### src/rtl/tmr_gate_pkg.sv
// Shared constants for the byte timer, shared prescaler and gate logic.
// Assumes a single pclk domain at 25 MHz with an APB3 slave port.
package tmr_gate_pkg;
  localparam logic [11:0] OPT_OFS = 12'h000;
  localparam logic [11:0] CNT_OFS = 12'h004;
  localparam logic [11:0] ICR_OFS = 12'h008;
  localparam logic [11:0] GCR_OFS = 12'h00C;
  localparam logic [11:0] T3_OFS = 12'h010;
  localparam logic [11:0] CMD_OFS = 12'h014;
  localparam logic [11:0] STAT_OFS = 12'h018;
  // Option register fields
  localparam int PS_LSB = 0;
  localparam int PSA_BIT = 3;
  localparam int CS_BIT = 5;
  // Interrupt control fields
  localparam int OVF_FLAG_BIT = 2;
  localparam int OVF_IE_BIT = 5;
  // Gate control fields
  localparam int GSS_LSB = 0;
  localparam int GPOL_BIT = 6;
  localparam int GE_BIT = 7;
  localparam int ON_BIT = 8;
  // Third timer register fields
  localparam int T3_PER_LSB = 0;
  localparam int T3_ON_BIT = 16;
  // Command register bits (write one)
  localparam int CMD_WDCLR_BIT = 0;
  // Reset values
  localparam logic [7:0] OPT_RST = 8'hFF;
  localparam logic [7:0] PER_RST = 8'hFF;
  localparam logic [8:0] GCR_RST = 9'h000;
  // Watchdog base period in microseconds, converted to cycles, before the prescaler
  localparam int WDT_BASE_US = 18;
  localparam int CLK_MHZ = 25;
  localparam int WDT_BASE_CYC = WDT_BASE_US * CLK_MHZ;
  typedef enum logic [1:0] {GS_PIN, GS_BYTE_OVF, GS_T3_MATCH, GS_WDT_OVF} gate_src_t;
endpackage : tmr_gate_pkg

### src/rtl/edge_sync.sv
// Two-stage synchroniser with rising-edge pulse output.
// Assumes the input is asynchronous to clk.
module edge_sync (
  input wire logic clk, // Clock
  input wire logic rst_n, // Async reset, active low
  input wire logic async_in, // Signal from another domain
  output logic level, // Synchronised level
  output logic rise // One-cycle pulse on rising edge
);
  logic meta_q;
  logic sync_q;
  logic prev_q;

  always_ff @(posedge clk or negedge rst_n) begin
    if (!rst_n) begin
      meta_q <= 1'b0;
      sync_q <= 1'b0;
      prev_q <= 1'b0;
    end else begin
      meta_q <= async_in;
      sync_q <= meta_q;
      prev_q <= sync_q;
    end
  end

  assign level = sync_q;
  assign rise = sync_q & ~prev_q;
endmodule : edge_sync

### src/rtl/tmr_gate.sv
// Byte timer with shared watchdog prescaler, plus gate control for a second timer.
// Assumes an APB3 master on pclk; pins are asynchronous and synchronised here.
// Notes on behaviour
// - One prescaler, timer or watchdog; assign bit 0 selects the timer.
// - Timer prescale ratios 1:2 up to 1:256 from three-bit select.
// - Assign prescaler to watchdog for 1:1 timer counting.
// - Prescaler hidden; count register writes clear it when assigned to timer.
// - Watchdog clear also clears prescaler while assigned to watchdog.
// - Rollover FFh to 00h always sets overflow flag.
// - Only software clears flag; interrupt request needs enable bit.
// - Timer frozen during sleep, so no wake from its overflow.
// - External clock edges synchronised to instruction clock phases Q2 and Q4.
// - Second timer counts freely unless gate enable bit set.
// - Gate active counts on clock rising edge; inactive holds.
// - Polarity 0 counts on gate low; polarity 1 on gate high.
// - Source select: pin, timer overflow, third timer match, watchdog overflow.
// - Byte timer rollover makes a rising pulse for the gate.
// - Third timer resets to 00h after period match, pulsing the gate.
// - Gate on watchdog source powers watchdog regardless of timer on bit.
// - Prescaler settings still set watchdog interval when assigned to it; changing mid-measure is unsafe.
// - Gate-powered watchdog gives no reset or wake by itself.
module tmr_gate
  import tmr_gate_pkg::*;
(
  input wire logic pclk, // APB clock, 25 MHz
  input wire logic presetn, // Async reset, active low
  input wire logic psel, // APB select
  input wire logic penable, // APB enable
  input wire logic pwrite, // APB direction
  input wire logic [11:0] paddr, // APB byte address
  input wire logic [31:0] pwdata, // APB write data
  output logic [31:0] prdata, // APB read data
  output logic pready, // APB ready
  output logic pslverr, // APB error
  input wire logic external_count_clock_pin, // External count clock
  input wire logic gate_input_pin, // External gate pin
  input wire logic second_clk_pin, // Second timer clock source
  input wire logic sleep_mode, // Core in sleep
  input wire logic wdt_config_en, // Watchdog enabled by configuration
  output logic byte_timer_irq, // Overflow interrupt request
  output logic wdt_osc_on, // Watchdog oscillator request
  output logic wdt_timeout, // Watchdog reset or wake request
  output logic [15:0] second_count // Second timer count
);
  logic [7:0] opt_q;
  logic [7:0] cnt_q;
  logic [7:0] cnt_d;
  logic flag_q;
  logic ie_q;
  logic [8:0] gcr_q;
  logic [7:0] per_q;
  logic [7:0] t3_q;
  logic t3_on_q;
  logic [7:0] psc_q;
  logic [15:0] wdt_base_q;
  logic [7:0] wdt_cnt_q;
  logic [1:0] phase_q;
  logic [15:0] sec_q;
  logic wr_en;
  logic rd_en;
  logic addr_ok;
  logic wd_clr;
  logic prescaler_assign_bit;
  logic ext_lvl;
  logic ext_rise;
  logic pin_lvl;
  logic sclk_rise;
  logic timer_src_tick;
  logic psc_out;
  logic timer_inc;
  logic overflow;
  logic t3_reset;
  logic wdt_run;
  logic wdt_tick;
  logic wdt_ovf;
  logic ovf_q;
  logic match_q;
  logic wovf_q;
  logic ovf_rise;
  logic match_rise;
  logic wovf_rise;
  logic gate_sel;
  logic gate_active;
  logic sleep_q;
  logic [7:0] ratio_mask;
  logic t3_tick;

  // APB decode
  assign wr_en = psel & penable & pwrite;
  assign rd_en = psel & penable & ~pwrite;
  assign pready = 1'b1;
  always_comb begin
    unique case (paddr)
      OPT_OFS, CNT_OFS, ICR_OFS, GCR_OFS, T3_OFS, CMD_OFS, STAT_OFS: addr_ok = 1'b1;
      default: addr_ok = 1'b0;
    endcase
  end
  assign pslverr = psel & penable & ~addr_ok;

  always_ff @(posedge pclk or negedge presetn) begin
    if (!presetn) begin
      prdata <= 32'h0000_0000;
    end else if (psel & ~penable & ~pwrite) begin
      prdata <= 32'h0000_0000;
      unique case (paddr)
        OPT_OFS: prdata[7:0] <= opt_q;
        CNT_OFS: prdata[7:0] <= cnt_q;
        ICR_OFS: begin
          prdata[OVF_FLAG_BIT] <= flag_q;
          prdata[OVF_IE_BIT] <= ie_q;
        end
        GCR_OFS: prdata[8:0] <= gcr_q;
        T3_OFS: begin
          prdata[7:0] <= per_q;
          prdata[15:8] <= t3_q;
          prdata[T3_ON_BIT] <= t3_on_q;
        end
        STAT_OFS: prdata[15:0] <= sec_q;
        default: prdata <= 32'h0000_0000;
      endcase
    end
  end

  assign wd_clr = wr_en & (paddr == CMD_OFS) & pwdata[CMD_WDCLR_BIT];
  assign prescaler_assign_bit = opt_q[PSA_BIT];

  // Control registers
  always_ff @(posedge pclk or negedge presetn) begin
    if (!presetn) begin
      opt_q <= OPT_RST;
      gcr_q <= GCR_RST;
      ie_q <= 1'b0;
      per_q <= PER_RST;
      t3_on_q <= 1'b0;
    end else if (wr_en) begin
      if (paddr == OPT_OFS) opt_q <= pwdata[7:0];
      if (paddr == GCR_OFS) gcr_q <= pwdata[8:0];
      if (paddr == ICR_OFS) ie_q <= pwdata[OVF_IE_BIT];
      if (paddr == T3_OFS) begin
        per_q <= pwdata[7:0];
        t3_on_q <= pwdata[T3_ON_BIT];
      end
    end
  end

  // Pin synchronisers
  edge_sync u_ext (
    .clk(pclk),
    .rst_n(presetn),
    .async_in(external_count_clock_pin),
    .level(ext_lvl),
    .rise(ext_rise)
  );
  edge_sync u_gpin (
    .clk(pclk),
    .rst_n(presetn),
    .async_in(gate_input_pin),
    .level(pin_lvl),
    .rise()
  );
  edge_sync u_sclk (
    .clk(pclk),
    .rst_n(presetn),
    .async_in(second_clk_pin),
    .level(),
    .rise(sclk_rise)
  );

  always_ff @(posedge pclk or negedge presetn) begin
    if (!presetn) sleep_q <= 1'b0;
    else sleep_q <= sleep_mode;
  end

  // Instruction clock phases Q1..Q4
  always_ff @(posedge pclk or negedge presetn) begin
    if (!presetn) phase_q <= 2'd0;
    else phase_q <= phase_q + 2'd1;
  end

  // Timer source: instruction clock or external edge
  assign timer_src_tick = opt_q[CS_BIT] ? ext_rise : (phase_q == 2'd3);

  // Shared prescaler
  always_comb begin
    ratio_mask = 8'h00;
    for (int i = 0; i < 8; i++) begin
      if (i <= int'(opt_q[PS_LSB +: 3])) ratio_mask[i] = 1'b1;
    end
  end

  logic psc_in;
  logic psc_clr;
  assign wdt_run = wdt_config_en | (gcr_q[GE_BIT] & (gcr_q[1:0] == 2'(GS_WDT_OVF)));
  assign wdt_tick = wdt_run & (wdt_base_q == 16'(WDT_BASE_CYC - 1));
  assign psc_in = prescaler_assign_bit ? wdt_tick : (timer_src_tick & ~sleep_q);
  assign psc_clr = prescaler_assign_bit ? wd_clr : (wr_en & (paddr == CNT_OFS));
  assign psc_out = psc_in & ((psc_q & ratio_mask) == ratio_mask);

  always_ff @(posedge pclk or negedge presetn) begin
    if (!presetn) psc_q <= 8'h00;
    else if (psc_clr) psc_q <= 8'h00;
    else if (psc_in) psc_q <= psc_q + 8'h01;
  end

  // Sampled prescaler output, or the raw edge when assigned to watchdog, on Q2 and Q4 in counter mode
  logic psc_hold_q;
  always_ff @(posedge pclk or negedge presetn) begin
    if (!presetn) psc_hold_q <= 1'b0;
    else if (opt_q[CS_BIT] & phase_q[0]) psc_hold_q <= 1'b0;
    else if (opt_q[CS_BIT] & (prescaler_assign_bit ? (ext_rise & ~sleep_q) : psc_out)) psc_hold_q <= 1'b1;
  end

  // Edges seen on Q1/Q3 wait in psc_hold_q for the next sampling phase
  always_comb begin
    if (opt_q[CS_BIT]) begin
      timer_inc = phase_q[0] & (psc_hold_q | (prescaler_assign_bit ? (ext_rise & ~sleep_q) : psc_out));
    end else begin
      timer_inc = prescaler_assign_bit ? (timer_src_tick & ~sleep_q) : psc_out;
    end
  end
  assign overflow = timer_inc & (cnt_q == 8'hFF);

  always_comb begin
    cnt_d = cnt_q;
    if (wr_en & (paddr == CNT_OFS)) cnt_d = pwdata[7:0];
    else if (timer_inc) cnt_d = cnt_q + 8'h01;
  end
  always_ff @(posedge pclk or negedge presetn) begin
    if (!presetn) cnt_q <= 8'h00;
    else cnt_q <= cnt_d;
  end

  // Overflow flag: set wins over software clear
  always_ff @(posedge pclk or negedge presetn) begin
    if (!presetn) flag_q <= 1'b0;
    else if (overflow) flag_q <= 1'b1;
    else if (wr_en & (paddr == ICR_OFS)) flag_q <= pwdata[OVF_FLAG_BIT];
  end
  assign byte_timer_irq = flag_q & ie_q;

  // Watchdog base counter and counter
  always_ff @(posedge pclk or negedge presetn) begin
    if (!presetn) begin
      wdt_base_q <= 16'h0000;
      wdt_cnt_q <= 8'h00;
    end else if (wd_clr | ~wdt_run) begin
      wdt_base_q <= 16'h0000;
      wdt_cnt_q <= 8'h00;
    end else begin
      wdt_base_q <= wdt_tick ? 16'h0000 : wdt_base_q + 16'h0001;
      if (prescaler_assign_bit ? psc_out : wdt_tick) wdt_cnt_q <= wdt_cnt_q + 8'h01;
    end
  end
  assign wdt_ovf = wdt_run & (prescaler_assign_bit ? psc_out : wdt_tick) & (wdt_cnt_q == 8'hFF);
  assign wdt_osc_on = wdt_run;
  assign wdt_timeout = wdt_ovf & wdt_config_en;

  // Third timer
  assign t3_tick = t3_on_q & (phase_q == 2'd3);
  assign t3_reset = t3_tick & (t3_q == per_q);
  always_ff @(posedge pclk or negedge presetn) begin
    if (!presetn) t3_q <= 8'h00;
    else if (t3_reset) t3_q <= 8'h00;
    else if (t3_tick) t3_q <= t3_q + 8'h01;
  end

  // Internal gate pulses registered and edge-detected
  logic ovf_p_q;
  logic match_p_q;
  logic wovf_p_q;
  always_ff @(posedge pclk or negedge presetn) begin
    if (!presetn) begin
      ovf_q <= 1'b0;
      match_q <= 1'b0;
      wovf_q <= 1'b0;
      ovf_p_q <= 1'b0;
      match_p_q <= 1'b0;
      wovf_p_q <= 1'b0;
    end else begin
      ovf_q <= overflow;
      match_q <= t3_reset;
      wovf_q <= wdt_ovf;
      ovf_p_q <= ovf_q;
      match_p_q <= match_q;
      wovf_p_q <= wovf_q;
    end
  end
  assign ovf_rise = ovf_q & ~ovf_p_q;
  assign match_rise = match_q & ~match_p_q;
  assign wovf_rise = wovf_q & ~wovf_p_q;

  // Gate source mux and polarity
  always_comb begin
    unique case (gate_src_t'(gcr_q[GSS_LSB +: 2]))
      GS_PIN: gate_sel = pin_lvl;
      GS_BYTE_OVF: gate_sel = ovf_rise;
      GS_T3_MATCH: gate_sel = match_rise;
      GS_WDT_OVF: gate_sel = wovf_rise;
    endcase
  end
  assign gate_active = ~gcr_q[GE_BIT] | (gate_sel == gcr_q[GPOL_BIT]);

  // Second timer count
  always_ff @(posedge pclk or negedge presetn) begin
    if (!presetn) sec_q <= 16'h0000;
    else if (gcr_q[ON_BIT] & sclk_rise & gate_active) sec_q <= sec_q + 16'h0001;
  end
  assign second_count = sec_q;
endmodule : tmr_gate

### config.mk
export PLATFORM = sky130hd
export DESIGN_NAME = tmr_gate
export DESIGN_NICKNAME = d
export VERILOG_FILES = /design/src/rtl/tmr_gate_pkg.sv /design/src/rtl/edge_sync.sv /design/src/rtl/tmr_gate.sv
export SDC_FILE = /design/constraint.sdc
export NUM_CORES = 1
export LEC_CHECK = 0
export BUFFER_PORTS_ARGS = -buffer_cell sky130_fd_sc_hd__buf_2
export CORE_MARGIN = 2
export CORE_UTILIZATION = 56
export CTS_BUF_LIST = sky130_fd_sc_hd__clkbuf_16
export CTS_CLUSTER_SIZE = 14
export DETAILED_ROUTE_END_ITERATION = 10
export PLACE_DENSITY = 0.8
export RECOVER_POWER = 50
export SLEW_MARGIN = 5
export SYNTH_ARGS = -nofsm -noshare
export SYNTH_HDL_FRONTEND = slang
export SYNTH_SLANG_ARGS = --single-unit
### constraint.sdc
create_clock -name pclk -period 2.82 [get_ports pclk]
set_input_delay 0.282 -clock pclk [delete_from_list [all_inputs] [get_ports pclk]]
set_output_delay 0.282 -clock pclk [all_outputs]
set_load 0.02 [all_outputs]
==> results.txt, run 1 <==
----------------------------------------------------
[Status]
  Run status ... complete, no violations

[Clocking]
  Deepest clock path buffer count ... 2
  Total CTS buffers ... 17
  Clock-pin transition on the worst setup and hold timing paths ... 60 ps
  Clock Latency Late Sink ... 420 ps
  H-tree lvl count ... 4
  # clock sinks ... 127
  Clock root buffer master ... clkbuf_16
  TritonCTS clock tree ... yes

[Route]
  Number of DRC markers in iteration 0 ... 336
  Via count of the routed design ... between 4,000 and 5,000
  Overall routed net length ... 14,600 um
  WL per Instance ... between 15 and 20 um
  Residual DRC ... 0
  Number of nets still failing antenna checks after routing ... 0
  First-pass detailed-route iteration total ... 5
  Avg Vias per Cell ... a little under 6

[Logic synthesis]
  Post-Syn Area per Cell ... 10.9 um^2
  Synthesized-area fraction occupied by ao, oa, aoi and oai cells ... 0.0793
  Gate count of the mapped netlist ... 578
  Proportion of synthesized flip-flops having asynchronous set or reset ... 1.00
  Number of enable flip-flop cells after synthesis ... 0
  Fraction of synthesized area in multiplexers ... 0.0888
  Flip-flop cell with the highest count after synthesis ... dfrtp_1
  Post-synthesis xor/xnor area fraction ... 0.0876
  Basic-gate share of the synthesized area counting and, or, nand and nor cells ... 0.181
  Cell variety after synth ... 63
  Main combinational cell family by area after synthesis ... simple AND/OR/NAND/NOR gates
  Netlist area before placement ... ~0.0063 mm^2
  Syn. warnings ... 0
  Flops & latches, synth ... ~130
  Adder-cell area share of the yosys netlist ... 0.0159
  Post-synthesis sequential area ratio ... 0.508

[STA]
  Final-report hold violation count ... 0
  Maximum achievable frequency ... between 300 and 400 MHz
  RSZ-0062 raised after global routing ... yes
  Period utilization ... 0.991
  Number of endpoints failing setup at the final stage ... 0
  Setup clock skew after layout ... ~7.9 ps
  Worst slew slack as a fraction of its limit ... 0.228
  Transition time at the pin with the least slew margin ... 1160 ps
  Min Hold Slack ... between 100 and 150 ps
  Max-slew violation total from the final report ... 0
  Worst Slack Setup Final ... ~25 ps
  Final worst path period need ... roughly 2800 ps

[Floorplan]
  Horiz. Die Dim ... around 110 um
  Number of cell rows ... 38
  Boundary pin count ... 107
  Initial standard-cell utilization of the core ... 0.578
  Floorplan Core Area ... between 0.01 and 0.015 mm^2
  Die footprint ... roughly 0.012 mm^2
  Vert. Die Dim ... approximately 110 um

[Pwr]
  Combinational Power Share ... 0.060
  P per Cell Area ... between 500 and 600 mW/mm^2
  Share of power burned in the clock network ... 0.481
  Switching part of the total power ... 0.249
  Worst voltage drop across the vdd grid ... 0.000451 V
  Int Power ... roughly 3.2 mW
  LEAKAGE ... 3.35 nW
  Sequential fraction of design power ... 0.459
  NetSw ... 1.04 mW

[Cells and area]
  Register area ... 0.00320 mm^2
  Fin cells ... between 800 and 900
  Final core occ ... 0.676
  Finished layout cell area ... roughly 0.0074 mm^2
  Area growth from synthesis to layout ... 16.9%
  N_diodes ... 0
  Fillers ... just over 800
  Multi-input combinational cell area ... approximately 0.0029 mm^2
  Nets@finish ... 729
  Fraction of layout instances using a drive strength above 1 ... 0.226

[Worst setup path]
  Start of the worst register-to-register path ... wdt_base_q[10]$_DFF_PN0_
  Critical path data required time ... 2540 ps
  Critical Path AT ... around 2500 ps
  Max FO, Critical Path ... 3
  Launching element type of the critical path ... register
  Register-to-Register Setup Slack ... ~300 ps
  Type of destination of the critical path ... output pin
  Ordered list of cells on the worst path ... or4b_1, or4_4, nor3_4, nand3_2, nor2_4, and2_4, buf_6
  Largest incremental delay on the critical path ... about 520 ps
  WP buf/inv ... 1
  Slowest cell on the critical path ... or4b_1
  Crit Path Category ... reg -> out
  Crit. Startpoint ... wdt_base_q[10]$_DFF_PN0_
  Cell family contributing the most delay on the critical path ... simple AND/OR/NAND/NOR gates

[Placed design]
  Final GP Congestion ... 0.851
  Area after detailed placement ... 0.00676 mm^2
  PortBufs ... approximately 70
  Final HPWL from detailed placement ... 10,100 um
  Cells after DPL ... 779
  Place WS ... roughly 240 ps

[GRT]
  Pin count of the biggest net entering global routing ... 56
  GRT Total Usage ... 0.259
  Wire length of the first global-routing pass ... 23,300 um
  Via count of the first global-routing pass ... around 4,700
  Overflow left after global routing ... 0
  Initial antenna violation count ... 0

[Hold path]
  Hold path startpoint ... pwdata[8]
  Path type of the worst min-delay path ... in -> reg

[Run]
  Max_cap viols ... 0

----------------------------------------------------
## final timing paths
kind                       cells past startpoint                      endpoint
max in group asynchronous                      3         u_ext.level$_DFF_PN0_
setup reg to reg                               8      wdt_cnt_q[7]$_DFFE_PN0P_
hold / removal                                 2          gcr_q[8]$_DFFE_PN0P_
min in group asynchronous                      2  second_count[15]$_DFFE_PN0P_
hold reg to reg                                0        u_gpin.level$_DFF_PN0_
setup / recovery                               7                   wdt_timeout
## synth_stat cells, types with 2 or more instances
library cell | instances | area, um^2
nor3_1 | 6 | 30.0
a21oi_1 | 10 | 50.1
conb_1 | 2 | 7.51
mux2_2 | 28 | 315
a21o_1 | 2 | 15.0
and2_1 | 7 | 43.8
and3_1 | 19 | 119
o21ai_0 | 23 | 115
a31oi_1 | 6 | 37.5
a211oi_1 | 3 | 22.5
or3_1 | 3 | 18.8
nor2_1 | 46 | 173
inv_1 | 6 | 22.5
nand2_1 | 56 | 210
buf_4 | 16 | 120
ha_1 | 8 | 100
dfrtp_1 | 111 | 2780
nand2b_1 | 5 | 31.3
nor2_2 | 4 | 25.0
nor2b_1 | 4 | 25.0
nand3_1 | 25 | 125
nor4_1 | 2 | 12.5
a2bb2oi_1 | 2 | 17.5
mux2i_1 | 21 | 210
clkbuf_1 | 8 | 30.0
xnor2_1 | 28 | 245
or4_4 | 2 | 22.5
buf_2 | 4 | 20.0
dfstp_2 | 16 | 420
nor4_4 | 2 | 42.5
nor3_2 | 2 | 20.0
and4_1 | 2 | 17.5
buf_6 | 2 | 22.5
xor2_1 | 35 | 307
a22oi_1 | 6 | 45.0
buf_1 | 2 | 7.51
nand4_1 | 16 | 100
o31ai_1 | 8 | 60.1
o22ai_1 | 6 | 37.5
## state kept, by name, indices dropped and copies added, names as in the netlist, 2 cells and up
signal	flops
gcr_q	9
wdt_cnt_q	8
opt_q	8
psc_q	8
phase_q	2
wdt_base_q	16
t3_q	8
cnt_q	8
second_count	16
prdata	17
per_q	8
## metrics by stage
stage               setup TNS, ps  total power, mW
floorplan                       0             2.10
global placement                0             2.19
detailed placement              0             2.20
CTS                             0             4.21
global route                -37.2             4.33
finish                          0             4.20
## cells in the final DEF, fill, tap and decap left out, types with 3 or more instances in the layout
| master | n |
|---|---|
| o21ai_0 | 23 |
| nor2b_1 | 4 |
| buf_2 | 37 |
| clkinv_4 | 3 |
| a31oi_1 | 6 |
| a22oi_1 | 6 |
| dfrtp_1 | 111 |
| xor2_1 | 35 |
| buf_4 | 15 |
| nor2_1 | 45 |
| and3_1 | 19 |
| ha_1 | 8 |
| inv_1 | 6 |
| mux2i_1 | 21 |
| xnor2_1 | 28 |
| clkinv_1 | 3 |
| conb_1 | 16 |
| dlygate4sd3_1 | 5 |
| a211oi_1 | 3 |
| clkbuf_16 | 17 |
| clkinv_2 | 4 |
| nor2_2 | 4 |
| nand3_1 | 24 |
| and2_1 | 6 |
| nor3_1 | 6 |
| nand4_1 | 16 |
| or3_1 | 3 |
| o22ai_1 | 6 |
| nand2b_1 | 5 |
| mux2_2 | 28 |
| o31ai_1 | 7 |
| clkbuf_1 | 29 |
| dfstp_2 | 16 |
| a21oi_1 | 10 |
| nand2_1 | 56 |
## cell families (layout without fill, tap and decap cells)
kind of cell / after synthesis / in the layout
adder cells (fa/ha/maj): 8 / 8
AND/OR/NAND/NOR: 214 / 214
XOR/XNOR: 63 / 63
multiplexers: 51 / 51
flip-flops: 127 / 127
buffers and inverters: 40 / 128
AO/OA/AOI/OAI: 73 / 73
other: 2 / 16
## worst register-to-register path: cells and delay by family (launching register included)
family / cells / cell delay [ps]
compound gates: 1 / 150
buf+inv: 2 / 240
flops: 1 / 390
simple gates: 5 / 1660
## routing by layer
metal	vias to the layer above	part of all wire	track usage	wire, um
li1	2193	-	-	-
met1	2374	0.43	0.337	6300
met2	173	0.48	0.415	7050
met3	28	0.065	0.0682	945
met4	0	0.019	0.102	277
met5	-	0	0	0
## area by class of cell
type / count / share of cell area
Tap cell: 140 / 0.0238
Clock buffer: 17 / 0.0578
Inverter: 6 / 0.00306
Sequential cell: 127 / 0.434
Timing Repair Buffer: 90 / 0.0659
Clock inverter: 15 / 0.0163
Multi-Input combinational cell: 425 / 0.399
## repair_timing
item / in CTS / in global routing
pin swaps: 3 / 2
hold buffers: 5 / 0
setup buffers: 2 / 2
endpoints found under the hold margin: 49 / 0
setup endpoints to repair: 1 / 1
resized for setup: 2 / 6
## power groups by stage
| stage | logic [mW] | registers (mW) | clock network [mW] |
|---|---|---|---|
| 2_1_floorplan | 0.162 | 1.94 | 0 |
| 3_5_place_dp | 0.249 | 1.95 | 0 |
| 5_1_grt | 0.292 | 1.93 | 2.11 |
| 3_3_place_gp | 0.237 | 1.95 | 0 |
| 4_1_cts | 0.257 | 1.92 | 2.03 |
| 6_report | 0.253 | 1.93 | 2.02 |
(Power assumes the default switching activity.)
==> run 2, diff against run 1 <==
Settings changed: CORE_UTILIZATION 56 to 58, CTS_BUF_LIST sky130_fd_sc_hd__clkbuf_16 to sky130_fd_sc_hd__clkbuf_4 sky130_fd_sc_hd__clkbuf_8, PLACE_DENSITY 0.8 to 0.82, SKIP_LAST_GASP set to 1.
==> run 2 against run 1 <==
The flow now finishes with violations (setup timing); clock-buffer cell count increased by 2; clock skew increased by 1.4 ps; sequential cell count unchanged; total power decreased by 11%; sequential share of layout area increased by 0.72 points; global-route usage decreased by 0.76 points.
==> results.txt, run 2 (synthesis results as in run 1) <==
----------------------------------------------------
[Status]
  Run status ... finished, violations left (was complete, no violations)
  Violations in the final reports ... setup timing

[GRT]
  Overflow left after global routing ... 0 (unchanged)
  Via count of the first global-routing pass ... 4,564 (was 4,709)
  Wire length of the first global-routing pass ... 22,500 um (was 23,300 um)
  Initial antenna violation count ... 0 (unchanged)
  Pin count of the biggest net entering global routing ... 58 (was 56)
  GRT Total Usage ... 0.251 (was 0.259)

[Floorplan]
  Horiz. Die Dim ... 108 um (was 110 um)
  Vert. Die Dim ... 108 um (was 110 um)
  Number of cell rows ... 38 (unchanged)
  Initial standard-cell utilization of the core ... 0.589 (was 0.578)
  Die footprint ... 0.0117 mm^2 (was 0.0121 mm^2)
  Floorplan Core Area ... 0.0107 mm^2 (was 0.0109 mm^2)
  Boundary pin count ... 107 (unchanged)

[STA]
  RSZ-0062 raised after global routing ... yes (unchanged)
  Number of endpoints failing setup at the final stage ... 1 (was 0)
  Final worst path period need ... 2830 ps (was 2790 ps)
  Min Hold Slack ... 90.9 ps (was 113 ps)
  Final-report hold violation count ... 0 (unchanged)
  Period utilization ... 1.00 (was 0.991)
  Accumulated negative setup slack ... -6.27 ps (was 0 ps)
  Setup clock skew after layout ... 9.30 ps (was 7.87 ps)
  Maximum achievable frequency ... 354 MHz (was 358 MHz)
  Worst Slack Setup Final ... -6.27 ps (was 25.1 ps)
  Max-slew violation total from the final report ... 0 (unchanged)
  Transition time at the pin with the least slew margin ... 1360 ps (was 1160 ps)
  Worst slew slack as a fraction of its limit ... 0.0913 (was 0.228)

[Cells and area]
  Most frequent cells in the layout ... dfrtp_1 (110), nand2_1 (56), nor2_1 (45) (was dfrtp_1 (111), nand2_1 (56), nor2_1 (45))
  Fin cells ... 823 (was 820)
  Fillers ... 782 (was 805)
  Multi-input combinational cell area ... 0.00294 mm^2 (about the same)
  N_diodes ... 0 (unchanged)
  Finished layout cell area ... 0.00725 mm^2 (was 0.00736 mm^2)
  Register area ... 0.00320 mm^2 (about the same)
  Area growth from synthesis to layout ... 15.1% (was 16.9%)
  Final core occ ... 0.677 (was 0.676)
  Top register by number of flip-flops ... prdata (unchanged)
  Fraction of layout instances using a drive strength above 1 ... 0.243 (was 0.226)
  Nets@finish ... 732 (was 729)
  Most frequent standard cell in the layout excluding fill and tap cells ... dfrtp_1 (unchanged)
  Flip-flop count of the largest register, all copies and words added ... 17 (unchanged)

[Pwr]
  LEAKAGE ... 3.32 nW (was 3.35 nW)
  Worst voltage drop across the vdd grid ... 0.000500 V (was 0.000451 V)
  P per Cell Area ... 514 mW/mm^2 (was 570 mW/mm^2)
  Total Power ... 3.72 mW (was 4.20 mW)

[Worst setup path]
  Max FO, Critical Path ... 2 (was 3)
  Launching element type of the critical path ... register (unchanged)
  Critical path data required time ... 2540 ps (about the same)
  Type of destination of the critical path ... output pin (unchanged)
  Crit Path Category ... reg -> out (unchanged)
  Critical Path AT ... 2540 ps (was 2510 ps)

[Clocking]
  TritonCTS clock tree ... yes (unchanged)
  # clock sinks ... 127 (unchanged)
  Total CTS buffers ... 17 (unchanged)
  Deepest clock path buffer count ... 2 (unchanged)
  Clock root buffer master ... clkbuf_8 (was clkbuf_16)
  Clock-pin transition on the worst setup and hold timing paths ... 80 ps (was 60 ps)
  H-tree lvl count ... 4 (unchanged)
  Clock Latency Late Sink ... 430 ps (was 420 ps)

[Hold path]
  Path type of the worst min-delay path ... in -> reg (unchanged)

[Placed design]
  Cells after DPL ... 775 (was 779)
  Area after detailed placement ... 0.00673 mm^2 (was 0.00676 mm^2)
  Final GP Congestion ... 0.891 (was 0.851)
  Final HPWL from detailed placement ... 9640 um (was 10,100 um)
  Place WS ... 126 ps (was 244 ps)
  PortBufs ... 68 (unchanged)

[Run]
  Max_cap viols ... 0 (unchanged)

[Route]
  WL per Instance ... 16.6 um (was 17.8 um)
  Number of DRC markers in iteration 0 ... 386 (was 336)
  Avg Vias per Cell ... 5.73 (was 5.81)
  Overall routed net length ... 13,600 um (was 14,600 um)
  Residual DRC ... 0 (unchanged)
  First-pass detailed-route iteration total ... 6 (was 5)
  Number of nets still failing antenna checks after routing ... 0 (unchanged)
  Via count of the routed design ... 4,714 (was 4,768)

----------------------------------------------------
## run 2: cell types whose count changed in the layout (fill, tap and decap cells not counted), sizes merged
| cell | delta |
|---|---|
| clkbuf | -4 |
| bufinv | +1 |
| buf | +9 |
| clkinv | -6 |
| clkinvlp | +3 |
## run 2: cell type report
type / count / share of cell area
Inverter: 6 / 0.00311
Timing Repair Buffer: 93 / 0.0706
Tap cell: 140 / 0.0242
Clock buffer: 19 / 0.0352
Multi-Input combinational cell: 425 / 0.406
Sequential cell: 127 / 0.441
Clock inverter: 13 / 0.0192
## run 2: where the power goes
group / total (mW) / switching (mW) / leakage (nW) / internal, mW
clock network: 1.55 / 0.734 / 0.188 / 0.819
registers: 1.92 / 0.0570 / 1.65 / 1.86
logic: 0.248 / 0.166 / 1.48 / 0.0821
## run 2: worst max-delay path, cell delays in order (launching register included)
cell and delay, ps:
dfrtp_1 390, or4b_1 520, or4_4 460, nor3_4 190, nand3_2 140, nor2_4 130, and2_1 140, buf_4 130
## run 2: timing repair
action / 4_1_cts / 5_1_grt
hold buffers: 5 / 0
endpoints found under the setup margin: 1 / 3
buffers inserted: 9 / 2
endpoints found under the hold margin: 57 / 0
gates resized for setup: 7 / 1
pin swaps: 4 / 2
## run 2: final timing paths
check,slack (ps),startpoint,cells after the start,endpoint
setup / recovery,-6,wdt_base_q[10]$_DFF_PN0_,7,wdt_timeout
hold / removal,90,pwdata[16],2,t3_on_q$_DFFE_PN0P_
setup reg to reg,90,wdt_base_q[10]$_DFF_PN0_,11,wdt_cnt_q[7]$_DFFE_PN0P_
hold reg to reg,350,u_gpin.meta_q$_DFF_PN0_,0,u_gpin.level$_DFF_PN0_
max in group asynchronous,620,presetn,3,wdt_base_q[8]$_DFF_PN0_
min in group asynchronous,690,presetn,2,second_count[14]$_DFFE_PN0P_
## run 2: layer usage
layer,share of wire,routed length [um],track usage,up-vias
met5,0,0,0,-
met4,0.022,305,0.103,0
met3,0.048,648,0.0549,27
met2,0.50,6830,0.412,146
met1,0.43,5860,0.325,2348
li1,-,-,-,2193
